===== src/common/ccs_pkg.sv =====
package ccs_pkg;

  // clock and prescaler timing
  localparam int CLK_PERIOD_NS   = 20;
  localparam int TICK_PERIOD_NS  = 1000000;
  localparam int TICK_CYCLES     = TICK_PERIOD_NS / CLK_PERIOD_NS;
  localparam int LOCK_IDLE_S     = 60;
  localparam int LOCK_HOLD_S     = 3;
  localparam int TICKS_PER_S     = 1000;
  localparam logic [15:0] LOCK_IDLE_TICKS = 16'(LOCK_IDLE_S * TICKS_PER_S);
  localparam logic [15:0] LOCK_HOLD_TICKS = 16'(LOCK_HOLD_S * TICKS_PER_S);

  // channel counts
  localparam int NUM_CHANNELS = 11;
  localparam int NUM_TIMECODE = 3;

  // register offsets (byte addresses)
  localparam logic [7:0] REG_CTRL     = 8'h00;
  localparam logic [7:0] REG_STATUS   = 8'h04;
  localparam logic [7:0] REG_IRQ_STAT = 8'h08;
  localparam logic [7:0] REG_IRQ_MASK = 8'h0c;

  // control register field positions
  localparam int CTRL_AUTO_BIT  = 0;
  localparam int CTRL_FORCE_BIT = 1;

  // interrupt status field positions
  localparam int IRQ_SEL_BIT    = 0;
  localparam int IRQ_REFUSE_BIT = 1;
  localparam int IRQ_FAULTP_BIT = 2;
  localparam int IRQ_FAULTB_BIT = 3;
  localparam int IRQ_LOCK_BIT   = 4;
  localparam int IRQ_WIDTH      = 5;

  // reset values
  localparam logic [IRQ_WIDTH-1:0] IRQ_MASK_RST = 5'h00;

  // settings kept across power cycles
  typedef struct packed {
    logic remote;
    logic lock;
    logic force_manual_mode;
    logic auto_en;
    logic backup;
  } ccs_nv_t;

  // factory settings: primary source, auto changeover on
  localparam ccs_nv_t NV_FACTORY = '{remote: 1'b0, lock: 1'b0, force_manual_mode: 1'b0,
                                     auto_en: 1'b1, backup: 1'b0};

  // asynchronous panel and status pins
  typedef struct packed {
    logic key_src;
    logic key_lock;
    logic key_ctrl;
    logic key_clear;
    logic fault_p;
    logic fault_b;
    logic primary_alarm_in;
    logic backup_alarm_in;
  } ccs_pins_t;

  // hold-to-toggle states of the lock key
  typedef enum logic [1:0] {
    HOLD_IDLE  = 2'b00,
    HOLD_COUNT = 2'b01,
    HOLD_DONE  = 2'b10
  } ccs_hold_t;

endpackage


===== src/core/ccs_ctrl.sv =====
// Operation
// - key lock engages after one minute without any panel key press
// - while locked, only the local/remote key and the lock key hold act; other keys are ignored
// - holding the lock key three seconds toggles the key lock
// - at power-on all settings and the source selection are restored
// - one source selection applies to all signal and time-code channels
// - each of eleven channels outputs primary or backup per the selection
// - each of three time-code channels outputs primary or backup per selection
// - each source key press requests a toggle, which may be refused
// - a source indicator shows which source is on the outputs
// - with no saved settings the selection starts at primary
// - alarm inputs pass to alarm outputs regardless of selection
// - normal mode refuses a manual switch onto a faulted source; the code allows it when the current source is faulted too
// - forced manual mode ignores faults only while auto changeover is off
// - auto changeover leaves the selected source when it is faulted; the code stays when the other source is faulted too
// - fault latches hold until the clear key is pressed with good input
//
// Implementation choices: the strobed register port and the placing of the registers.
`timescale 1ns/100ps
module ccs_ctrl #(
  parameter int TICK_CYCLES = ccs_pkg::TICK_CYCLES,
  parameter int NCH         = ccs_pkg::NUM_CHANNELS,
  parameter int NTC         = ccs_pkg::NUM_TIMECODE
) (
  // clock and reset
  input  wire logic                           i_clock,
  input  wire logic                           i_rst,
  // register port
  input  wire logic [7:0]                     i_addr,
  input  wire logic [31:0]                    i_wdata,
  input  wire logic                           i_wr,
  input  wire logic                           i_rd,
  output logic      [31:0]                    o_rdata,
  output logic                                o_irq,
  // panel keys, fault detectors and alarms (asynchronous)
  input  wire ccs_pkg::ccs_pins_t             i_pins,
  // saved settings
  input  wire logic                           i_nv_valid,
  input  wire ccs_pkg::ccs_nv_t               i_nv,
  output ccs_pkg::ccs_nv_t                    o_nv,
  // signal paths
  input  wire logic [NCH-1:0]                 i_chan_primary,
  input  wire logic [NCH-1:0]                 i_chan_backup,
  output logic      [NCH-1:0]                 o_channel_output,
  input  wire logic [NTC-1:0]                 i_tc_primary,
  input  wire logic [NTC-1:0]                 i_tc_backup,
  output logic      [NTC-1:0]                 o_tc_output,
  // indicators
  output logic                                o_source_backup,
  output logic                                o_fault_primary,
  output logic                                o_fault_backup,
  output logic                                o_key_lock,
  output logic                                o_remote,
  output logic                                o_primary_alarm_out,
  output logic                                o_backup_alarm_out
);

  // pin synchronisers and agreed values
  ccs_pkg::ccs_pins_t pin_s1_r, pin_s2_r, pin_s3_r, pin_r;
  logic [3:0]         key_prev_r;
  // settings and state
  ccs_pkg::ccs_nv_t   set_r;
  logic               restore_pend_r;
  logic               fault_p_r, fault_b_r;
  logic [ccs_pkg::IRQ_WIDTH-1:0] irq_stat_r, irq_mask_r;
  // prescaler and timers
  logic [31:0]        presc_r;
  logic               tick_r;
  logic [15:0]        idle_r, hold_r;
  ccs_pkg::ccs_hold_t hold_st_r, hold_st_nxt;

  // agreed pin value: a bit changes once stages two and three match
  wire [7:0] pin_agree = ~(pin_s2_r ^ pin_s3_r);
  wire [7:0] pin_nxt   = (pin_s2_r & pin_agree) | (pin_r & ~pin_agree);

  always_ff @(posedge i_clock) begin
    pin_s1_r <= i_pins;
    pin_s2_r <= pin_s1_r;
    pin_s3_r <= pin_s2_r;
    if (i_rst) begin
      pin_r      <= '0;
      key_prev_r <= 4'h0;
    end else begin
      pin_r      <= ccs_pkg::ccs_pins_t'(pin_nxt);
      key_prev_r <= {pin_r.key_src, pin_r.key_lock, pin_r.key_ctrl, pin_r.key_clear};
    end
  end

  // key press edges and lock gating
  wire press_src   = pin_r.key_src & ~key_prev_r[3];
  wire press_lock  = pin_r.key_lock & ~key_prev_r[2];
  wire press_ctrl  = pin_r.key_ctrl & ~key_prev_r[1];
  wire press_clear = pin_r.key_clear & ~key_prev_r[0];
  wire any_press   = press_src | press_lock | press_ctrl | press_clear;
  wire src_ok      = press_src & ~set_r.lock;
  wire clear_ok    = press_clear & ~set_r.lock;

  // source decision: faulted target refused unless current is faulted too or force_ok is set
  wire cur_fault    = set_r.backup ? fault_b_r : fault_p_r;
  wire other_fault  = set_r.backup ? fault_p_r : fault_b_r;
  wire force_ok     = set_r.force_manual_mode & ~set_r.auto_en;
  wire auto_go      = set_r.auto_en & cur_fault & ~other_fault;
  wire manual_ok    = ~other_fault | cur_fault | force_ok;
  wire manual_go    = src_ok & manual_ok & ~auto_go;
  wire manual_ref   = src_ok & ~manual_ok & ~auto_go;
  wire sel_flip     = auto_go | manual_go;

  // 1 ms prescaler tick
  always_ff @(posedge i_clock) begin
    if (i_rst) begin
      presc_r <= 32'h0;
      tick_r  <= 1'b0;
    end else begin
      tick_r  <= (presc_r == 32'(TICK_CYCLES - 1));
      presc_r <= (presc_r == 32'(TICK_CYCLES - 1)) ? 32'h0 : presc_r + 32'h1;
    end
  end

  // inactivity timer, restarted by any press
  wire idle_fire = tick_r & ~set_r.lock & (idle_r == ccs_pkg::LOCK_IDLE_TICKS - 16'h1);
  always_ff @(posedge i_clock) begin
    if (i_rst || any_press || set_r.lock)
      idle_r <= 16'h0;
    else if (tick_r && idle_r != ccs_pkg::LOCK_IDLE_TICKS)
      idle_r <= idle_r + 16'h1;
  end

  // lock key hold-to-toggle machine
  wire hold_fire = (hold_st_r == ccs_pkg::HOLD_COUNT) & pin_r.key_lock & tick_r
                   & (hold_r == ccs_pkg::LOCK_HOLD_TICKS - 16'h1);
  always_comb begin
    hold_st_nxt = hold_st_r;
    unique case (hold_st_r)
      ccs_pkg::HOLD_IDLE:  if (press_lock) hold_st_nxt = ccs_pkg::HOLD_COUNT;
      ccs_pkg::HOLD_COUNT: if (!pin_r.key_lock) hold_st_nxt = ccs_pkg::HOLD_IDLE;
                           else if (hold_fire) hold_st_nxt = ccs_pkg::HOLD_DONE;
      ccs_pkg::HOLD_DONE:  if (!pin_r.key_lock) hold_st_nxt = ccs_pkg::HOLD_IDLE;
      default:             hold_st_nxt = ccs_pkg::HOLD_IDLE;
    endcase
  end

  always_ff @(posedge i_clock) begin
    if (i_rst) begin
      hold_st_r <= ccs_pkg::HOLD_IDLE;
      hold_r    <= 16'h0;
    end else begin
      hold_st_r <= hold_st_nxt;
      if (hold_st_r != ccs_pkg::HOLD_COUNT)
        hold_r <= 16'h0;
      else if (tick_r)
        hold_r <= hold_r + 16'h1;
    end
  end

  // register decode
  wire wr_ctrl = i_wr & (i_addr == ccs_pkg::REG_CTRL);
  wire wr_stat = i_wr & (i_addr == ccs_pkg::REG_IRQ_STAT);
  wire wr_mask = i_wr & (i_addr == ccs_pkg::REG_IRQ_MASK);

  // settings: restore once after reset, then keys, register and changeover
  always_ff @(posedge i_clock) begin
    if (i_rst) begin
      set_r          <= ccs_pkg::NV_FACTORY;
      restore_pend_r <= 1'b1;
    end else if (restore_pend_r) begin
      set_r          <= i_nv_valid ? i_nv : ccs_pkg::NV_FACTORY;
      restore_pend_r <= 1'b0;
    end else begin
      if (sel_flip)
        set_r.backup <= ~set_r.backup;
      if (idle_fire || (hold_fire && !set_r.lock))
        set_r.lock <= 1'b1;
      else if (hold_fire)
        set_r.lock <= 1'b0;
      if (press_ctrl)
        set_r.remote <= ~set_r.remote;
      if (wr_ctrl) begin
        set_r.auto_en           <= i_wdata[ccs_pkg::CTRL_AUTO_BIT];
        set_r.force_manual_mode <= i_wdata[ccs_pkg::CTRL_FORCE_BIT];
      end
    end
  end

  // fault latches: raw fault sets, clear key with good input releases
  always_ff @(posedge i_clock) begin
    if (i_rst) begin
      fault_p_r <= 1'b0;
      fault_b_r <= 1'b0;
    end else begin
      fault_p_r <= pin_r.fault_p | (fault_p_r & ~clear_ok);
      fault_b_r <= pin_r.fault_b | (fault_b_r & ~clear_ok);
    end
  end

  // interrupt events; a new event wins over a write-one clear
  wire [ccs_pkg::IRQ_WIDTH-1:0] irq_evt;
  assign irq_evt[ccs_pkg::IRQ_SEL_BIT]    = sel_flip & ~restore_pend_r;
  assign irq_evt[ccs_pkg::IRQ_REFUSE_BIT] = manual_ref & ~restore_pend_r;
  assign irq_evt[ccs_pkg::IRQ_FAULTP_BIT] = pin_r.fault_p & ~fault_p_r;
  assign irq_evt[ccs_pkg::IRQ_FAULTB_BIT] = pin_r.fault_b & ~fault_b_r;
  assign irq_evt[ccs_pkg::IRQ_LOCK_BIT]   = (idle_fire | hold_fire) & ~restore_pend_r;
  wire [ccs_pkg::IRQ_WIDTH-1:0] irq_clr = wr_stat ? i_wdata[ccs_pkg::IRQ_WIDTH-1:0] : '0;

  always_ff @(posedge i_clock) begin
    if (i_rst) begin
      irq_stat_r <= '0;
      irq_mask_r <= ccs_pkg::IRQ_MASK_RST;
      o_irq      <= 1'b0;
    end else begin
      irq_stat_r <= irq_evt | (irq_stat_r & ~irq_clr);
      if (wr_mask)
        irq_mask_r <= i_wdata[ccs_pkg::IRQ_WIDTH-1:0];
      o_irq      <= |((irq_evt | (irq_stat_r & ~irq_clr))
                      & (wr_mask ? i_wdata[ccs_pkg::IRQ_WIDTH-1:0] : irq_mask_r));
    end
  end

  // read data mux; unmapped addresses read zero
  wire [31:0] status_word = {25'h0, fault_b_r, fault_p_r, set_r};
  wire [31:0] rd_mux =
    (i_addr == ccs_pkg::REG_CTRL)     ? {30'h0, set_r.force_manual_mode, set_r.auto_en} :
    (i_addr == ccs_pkg::REG_STATUS)   ? status_word :
    (i_addr == ccs_pkg::REG_IRQ_STAT) ? {27'h0, irq_stat_r} :
    (i_addr == ccs_pkg::REG_IRQ_MASK) ? {27'h0, irq_mask_r} : 32'h0;

  always_ff @(posedge i_clock) begin
    if (i_rst)
      o_rdata <= 32'h0;
    else
      o_rdata <= i_rd ? rd_mux : 32'h0;
  end

  // output routing and indicators
  always_ff @(posedge i_clock) begin
    if (i_rst) begin
      o_channel_output    <= '0;
      o_tc_output         <= '0;
      o_source_backup     <= 1'b0;
      o_fault_primary     <= 1'b0;
      o_fault_backup      <= 1'b0;
      o_key_lock          <= 1'b0;
      o_remote            <= 1'b0;
      o_primary_alarm_out <= 1'b0;
      o_backup_alarm_out  <= 1'b0;
      o_nv                <= ccs_pkg::NV_FACTORY;
    end else begin
      o_channel_output    <= set_r.backup ? i_chan_backup : i_chan_primary;
      o_tc_output         <= set_r.backup ? i_tc_backup : i_tc_primary;
      o_source_backup     <= set_r.backup;
      o_fault_primary     <= fault_p_r;
      o_fault_backup      <= fault_b_r;
      o_key_lock          <= set_r.lock;
      o_remote            <= set_r.remote;
      o_primary_alarm_out <= pin_r.primary_alarm_in;
      o_backup_alarm_out  <= pin_r.backup_alarm_in;
      o_nv                <= set_r;
    end
  end

  // checks
  chk_idle_lock: assert property (@(posedge i_clock) disable iff (i_rst)
    (idle_fire && !restore_pend_r) |=> set_r.lock)
    else $error("idle timeout did not engage lock");
  chk_locked_ignore: assert property (@(posedge i_clock) disable iff (i_rst)
    (set_r.lock && press_src && !auto_go && !restore_pend_r) |=> $stable(set_r.backup))
    else $error("source key acted while locked");
  chk_hold_toggle: assert property (@(posedge i_clock) disable iff (i_rst)
    (hold_fire && !restore_pend_r) |=> set_r.lock != $past(set_r.lock))
    else $error("lock key hold did not toggle lock");
  chk_nv_restore: assert property (@(posedge i_clock) disable iff (i_rst)
    (restore_pend_r && i_nv_valid) |=> set_r == $past(i_nv))
    else $error("saved settings not restored");
  chk_factory_sel: assert property (@(posedge i_clock) disable iff (i_rst)
    (restore_pend_r && !i_nv_valid) |=> !set_r.backup)
    else $error("factory selection is not primary");
  chk_chan_route: assert property (@(posedge i_clock) disable iff (i_rst)
    !$past(i_rst) |-> o_channel_output ==
      ($past(set_r.backup) ? $past(i_chan_backup) : $past(i_chan_primary)))
    else $error("channel output from wrong source");
  chk_tc_route: assert property (@(posedge i_clock) disable iff (i_rst)
    !$past(i_rst) |-> o_tc_output ==
      ($past(set_r.backup) ? $past(i_tc_backup) : $past(i_tc_primary)))
    else $error("time code output from wrong source");
  chk_refuse_fault: assert property (@(posedge i_clock) disable iff (i_rst)
    (src_ok && other_fault && !cur_fault && !force_ok && !restore_pend_r)
      |=> $stable(set_r.backup))
    else $error("switched onto faulted source");
  chk_force_manual: assert property (@(posedge i_clock) disable iff (i_rst)
    (src_ok && force_ok && !restore_pend_r) |=> set_r.backup != $past(set_r.backup))
    else $error("forced manual switch refused");
  chk_auto_change: assert property (@(posedge i_clock) disable iff (i_rst)
    (auto_go && !restore_pend_r) |=> set_r.backup != $past(set_r.backup) ##1
      o_source_backup == set_r.backup)
    else $error("auto changeover did not switch");
  chk_fault_hold: assert property (@(posedge i_clock) disable iff (i_rst)
    (fault_p_r && !clear_ok) |=> fault_p_r)
    else $error("fault latch released without clear");

endmodule


===== config.mk =====
export PLATFORM = sky130hd
export DESIGN_NAME = ccs_ctrl
export DESIGN_NICKNAME = d
export VERILOG_FILES = /design/src/common/ccs_pkg.sv /design/src/core/ccs_ctrl.sv
export SDC_FILE = /design/constraint.sdc
export NUM_CORES = 1
export LEC_CHECK = 0
export ABC_CLOCK_PERIOD_IN_PS = 4850
export BUFFER_PORTS_ARGS = -buffer_cell sky130_fd_sc_hd__buf_2
export CAP_MARGIN = 20
export CORE_ASPECT_RATIO = 1.1
export CORE_MARGIN = 4
export CORE_UTILIZATION = 57
export CTS_CLUSTER_DIAMETER = 50
export DETAILED_ROUTE_END_ITERATION = 6
export PLACE_DENSITY = 0.8
export SKIP_CTS_REPAIR_TIMING = 1
export SLEW_MARGIN = 15
export SYNTH_ARGS = -nofsm -noshare
export SYNTH_HDL_FRONTEND = slang
export SYNTH_SLANG_ARGS = --single-unit

===== constraint.sdc =====
create_clock -name i_clock -period 4.85 [get_ports i_clock]
set_clock_uncertainty 0.2 [all_clocks]
set_input_delay 0 -clock i_clock [delete_from_list [all_inputs] [get_ports i_clock]]
set_output_delay 0 -clock i_clock [all_outputs]
set_load 0.05 [all_outputs]

# After elaboration in Yosys (flattened, before gate mapping)
# Index checks and enable logic that the tools add are counted.
# word_totals
in_bits	86
out_inout_bits	59
elab_cells	184
regBits	177
# op_classes
eq_ne	13
add_sub_neg	3
reduce_logical	19
bitwise_logic	63
n_mux	23
# op_table
operator	count
16-bit by 1-bit adder with 16-bit output (second input constant)	2
32-bit by 1-bit adder with 32-bit output (second input constant)	1
32-bit by 16-bit == test with 1-bit output (second input constant)	1
5-bit two-way mux	6
1-bit bitwise AND	28
8-bit bitwise AND	2
16-bit by 12-bit == test with 1-bit output (second input constant)	1
16-bit == test (second input constant)	1
8-bit by 4-bit == test with 1-bit output (second input constant)	2
16-bit inequality test (second input constant)	1
1-bit NOT	16
8-bit NOT	2
2-bit two-way mux	6
11-bit two-way mux	1
5-bit bitwise AND	2
5-bit OR reduction	2
1-bit OR	9
8-bit by 3-bit == test with 1-bit output (second input constant)	1
8-bit logical NOT	1
8-bit OR	1
8-bit bitwise XOR	1
1-bit two-way mux	7
7-bit two-way mux	1
2-bit one-hot mux with 3 select lines	1
17 further kinds	25

# Longest topological paths before layout
# logic_depth
depth_word	11
depth_mapped	8
depth_no_buf	8

# Least setup slack after synthesis
# No wires, ideal clock.
# synth_timing
kind	input-to-reg
start	input port i_addr[1]
end	register o_irq
path_buffers	1
setup_time_ns	0.140
slack_ns	2.577
t_required_ns	4.510
path_stages	6
t_arrival_ns	1.933
cell_sequence	or4_4 or4_4 buf_6 mux2_4 a222oi_1 o311ai_1
# synth_between
elab_chain_cells	8
elab_cells_between_ends	11
cone_classes	eq/ne (2); mux (2); bitwise (6); reduce/logical (1)
# synth_rtl
element	line	source
start, declared	ccs_ctrl.sv:29	input wire logic [7:0] i_addr,
8-bit by 4-bit == test with 1-bit output	ccs_ctrl.sv:157	wire wr_stat = i_wr & (i_addr == ccs_pkg::REG_IRQ_STAT);
1-bit bitwise AND	ccs_ctrl.sv:157	
5-bit two-way mux	ccs_ctrl.sv:202	wire [ccs_pkg::IRQ_WIDTH-1:0] irq_clr = wr_stat ? i_wdata[ccs_pkg::IRQ_WIDTH-1:0] : '0;
5-bit NOT	ccs_ctrl.sv:213	o_irq <= |((irq_evt | (irq_stat_r & ~irq_clr))
5-bit bitwise AND	ccs_ctrl.sv:213	
5-bit OR	ccs_ctrl.sv:213	
5-bit bitwise AND (*)	ccs_ctrl.sv:214	& (wr_mask ? i_wdata[ccs_pkg::IRQ_WIDTH-1:0] : irq_mask_r));
5-bit OR reduction (*)	ccs_ctrl.sv:213	
end signal, assigned	ccs_ctrl.sv:213	
end, declared	ccs_ctrl.sv:34	output logic o_irq,
# Every way passes the cells marked *; elsewhere a longest branch is shown, timed or not.
# A chain may end at the register's enable or synchronous reset.

# Final worst setup path
# layout_timing
start	input port i_addr[4]
end	register set_r[1] (netlist name)
# layout_between
elab_chain_cells	3
# layout_rtl
element	line	source
8-bit logical NOT	ccs_ctrl.sv:156	wire wr_ctrl = i_wr & (i_addr == ccs_pkg::REG_CTRL);
1-bit bitwise AND	ccs_ctrl.sv:156	
2-bit nonzero test (no line)	n/a	
end signal, assigned	ccs_ctrl.sv:163	set_r <= ccs_pkg::NV_FACTORY;
end signal, assigned	ccs_ctrl.sv:166	set_r <= i_nv_valid ? i_nv : ccs_pkg::NV_FACTORY;
end, declared	ccs_ctrl.sv:62	ccs_pkg::ccs_nv_t set_r;
# Every way passes these cells.

==> flow_summary.json <==
{
  "coreArea_um2": 10340,
  "synth_top_area_frac": 0.5059,
  "remaining_drc_errors": 0,
  "period_needed_ps": 3866,
  "fmax_mhz": 258.7,
  "wl_met2_um": 8096,
  "cp-start-kind": "input pin",
  "globalplace.congestion": 0.8205,
  "cts.sinks": 152,
  "drive_above_1_share": 0.1685,
  "synth_edf_count": 0,
  "period_share": 0.7971,
  "layout.nets": 890,
  "grt_overflow": 0,
  "die_h_um": 115.7,
  "clk_latency_ps": 440,
  "setup-violations-final": 0,
  "mostFrequentLayoutCells": "152 x dfxtp_1, 103 x nor2_1, 92 x buf_2",
  "boundaryPins": 145,
  "routed_via_density": 5.425,
  "syn2layout_area_growth_pct": 29.31,
  "track_usage": 0.2036,
  "post-dp-hpwl_um": 8363,
  "final-max-slew-violation-count": 0,
  "syn_area_um2": 6015,
  "rrSetupSlack_ps": 1530,
  "synthTopCellsByArea": "dfxtp_1 51%, nor2_1 6.4%, xor2_1 5.5%",
  "reg2reg_from": "restore_pend_r",
  "routed.top_layer": "met4",
  "reg2reg_depth": 7,
  "outcome": "complete, no violations",
  "synth.distinct_cells": 52,
  "hp-start": "i_pins[3]",
  "final_common_cell": "dfxtp_1",
  "worstHoldPathCells": 2,
  "first_global_vias": 4499,
  "cts_buffer_depth": 2,
  "worst_ep_required_time_ps": 5020,
  "cp_max_fo": 6,
  "antenna_found_initial": 0,
  "final_util": 0.7518,
  "synth_top_cell_by_area": "dfxtp_1",
  "ys_seq_area_frac": 0.5059,
  "fillers": 618,
  "critical_path_class": "input pin to flip-flop",
  "p_per_area_nw_per_um2": 396.0,
  "row_count": 39,
  "hp-class": "input pin to flip-flop",
  "cp-end-kind": "flip-flop",
  "avgSynthCellArea_um2": 9.267,
  "grt_max_degree": 63,
  "cts.reportedPaths.clkPinSlew_ps": 60,
  "htree_levels": 4,
  "via_count": 5192,
  "drtPass1Iterations": 5,
  "crit_arrival_ps": 4030,
  "cap_violations": 0,
  "die_w_um": 105.9,
  "die_area_um2": 12260,
  "rsz0062_at_grt": "false",
  "final_hold_viol_count": 0,
  "initialDrtViolationCount": 407,
  "wl_per_cell_um": 16.38,
  "routed-wl-met3_um": 910,
  "maxSlewHeadroom": 0.2947,
  "async_reset_ff_frac": 0,
  "wl_um": 15680,
  "p_leak_nw": 3.195,
  "antenna_left": 0,
  "start_util": 0.5814,
  "cts_root_buffer": "clkbuf_16",
  "holdPathEnd": "pin_s1_r[3]",
  "drt-met1-wl_um": 5814,
  "timing.hold.ws_ps": 8.133,
  "multi_input_area_um2": 2690,
  "synth_seq_cells": 152,
  "grt_first_pass_wirelength_um": 20110,
  "cts_tree": "done",
  "max-vdd-ir-drop_uv": 436.7,
  "tightest_slew_ps": 1056,
  "port_buffers": 92,
  "timing.setup.tns_ps": 0,
  "seq_area_um2": 3043,
  "ys.flop_type": "dfxtp_1",
  "yosys_warnings": 0,
  "cts_inserted_buffers": 17,
  "r2r-end": "set_r[1]",
  "synth_cells": 649
}
==> cells in the mapped netlist (all sizes together) (7+ instances only) <==
cell	n
nor3	7
a21oi	28
buf	29
and4	9
xor2	38
inv	17
nand4	19
clkbuf	23
and3	13
or3	7
nand2	47
dfxtp	152
nor2	103
nor2b	17
nand2b	11
xnor2	18
o21ai	18
mux2i	20
nand3	16
==> per-stage QoR <==
step	setup slack (ps)	cell area (um2)	power, mW	instances
after floorplan	2577	6105	1.510	673
after global placement	2192	6444	1.544	857
after detailed placement	2083	6451	1.552	858
after CTS	2065	7114	3.010	890
after global routing	934.2	7775	3.155	956
final	984.3	7777	3.080	957
==> per-layer routing <==
layer  global-route usage  up-vias
li1                     -     2461
met1               0.2418     2433
met2               0.3542      225
met3              0.06128       73
met4              0.06995        0
met5                    0        -
==> layout make-up <==
type	count	area share
multi-input combinational	452	0.3459
antenna	1	0.0003218
tap	143	0.02301
inverter	17	0.008205
sequential	152	0.3912
clock inverter	15	0.03057
clock buffer	17	0.05470
timing repair buffer	160	0.1461
==> how the worst max path moves through the flow <==
| stage | startpoint | endpoint | slack (ps) | cells after the start |
|---|---|---|---|---|
| after global placement | set_r[0] | o_irq | 2190 | 6 |
| after CTS | set_r[0] | o_irq | 2060 | 6 |
| after detailed placement | set_r[0] | o_irq | 2080 | 6 |
| after floorplan | i_addr[1] | o_irq | 2580 | 6 |
| after global routing | i_addr[4] | set_r[1] | 930 | 10 |
| final | i_addr[4] | set_r[1] | 980 | 10 |
==> power by group <==
group	internal [mW]	switching, mW
Combinational	0.103	0.171
Clock	0.927	0.559
Sequential	1.29	0.0337
Total	2.32	0.764
==> sequential cells by signal, summed over array words and instances, names as in the netlist, 3 cells and up, named ones only <==
register and flops:
o_channel_output 11, o_tc_output 3, pin_s2_r 8, presc_r 32, pin_s1_r 8, set_r 5
irq_stat_r 5, idle_r 16, irq_mask_r 5, pin_s3_r 8, hold_r 16, o_rdata 7
key_prev_r 4
==> logic make-up (layout without fill, tap and decap cells) <==
| group | Yosys count | after routing | share of synthesized area |
|---|---|---|---|
| adders and majority gates | 4 | 4 | 0.008322 |
| and+or+nand+nor | 277 | 277 | 0.2317 |
| AOI/OAI and AO/OA | 67 | 67 | 0.06678 |
| DFF | 152 | 152 | 0.5059 |
| muxes | 23 | 23 | 0.04327 |
| other | 1 | 26 | 0.0006235 |
| xor gates and xnor gates | 56 | 56 | 0.08155 |
| buffers and inverters | 69 | 209 | 0.06178 |
==> critical path, stage by stage <==
cell and delay, ps:
dlygate4sd3_1 550, buf_2 130, or4_4 420, dlygate4sd3_1 660
nor3_1 580, a31oi_1 300, nor2_1 160, dlygate4sd3_1 570
a211o_1 110, dlygate4sd3_1 550
Power figures use the tool's default switching activity.
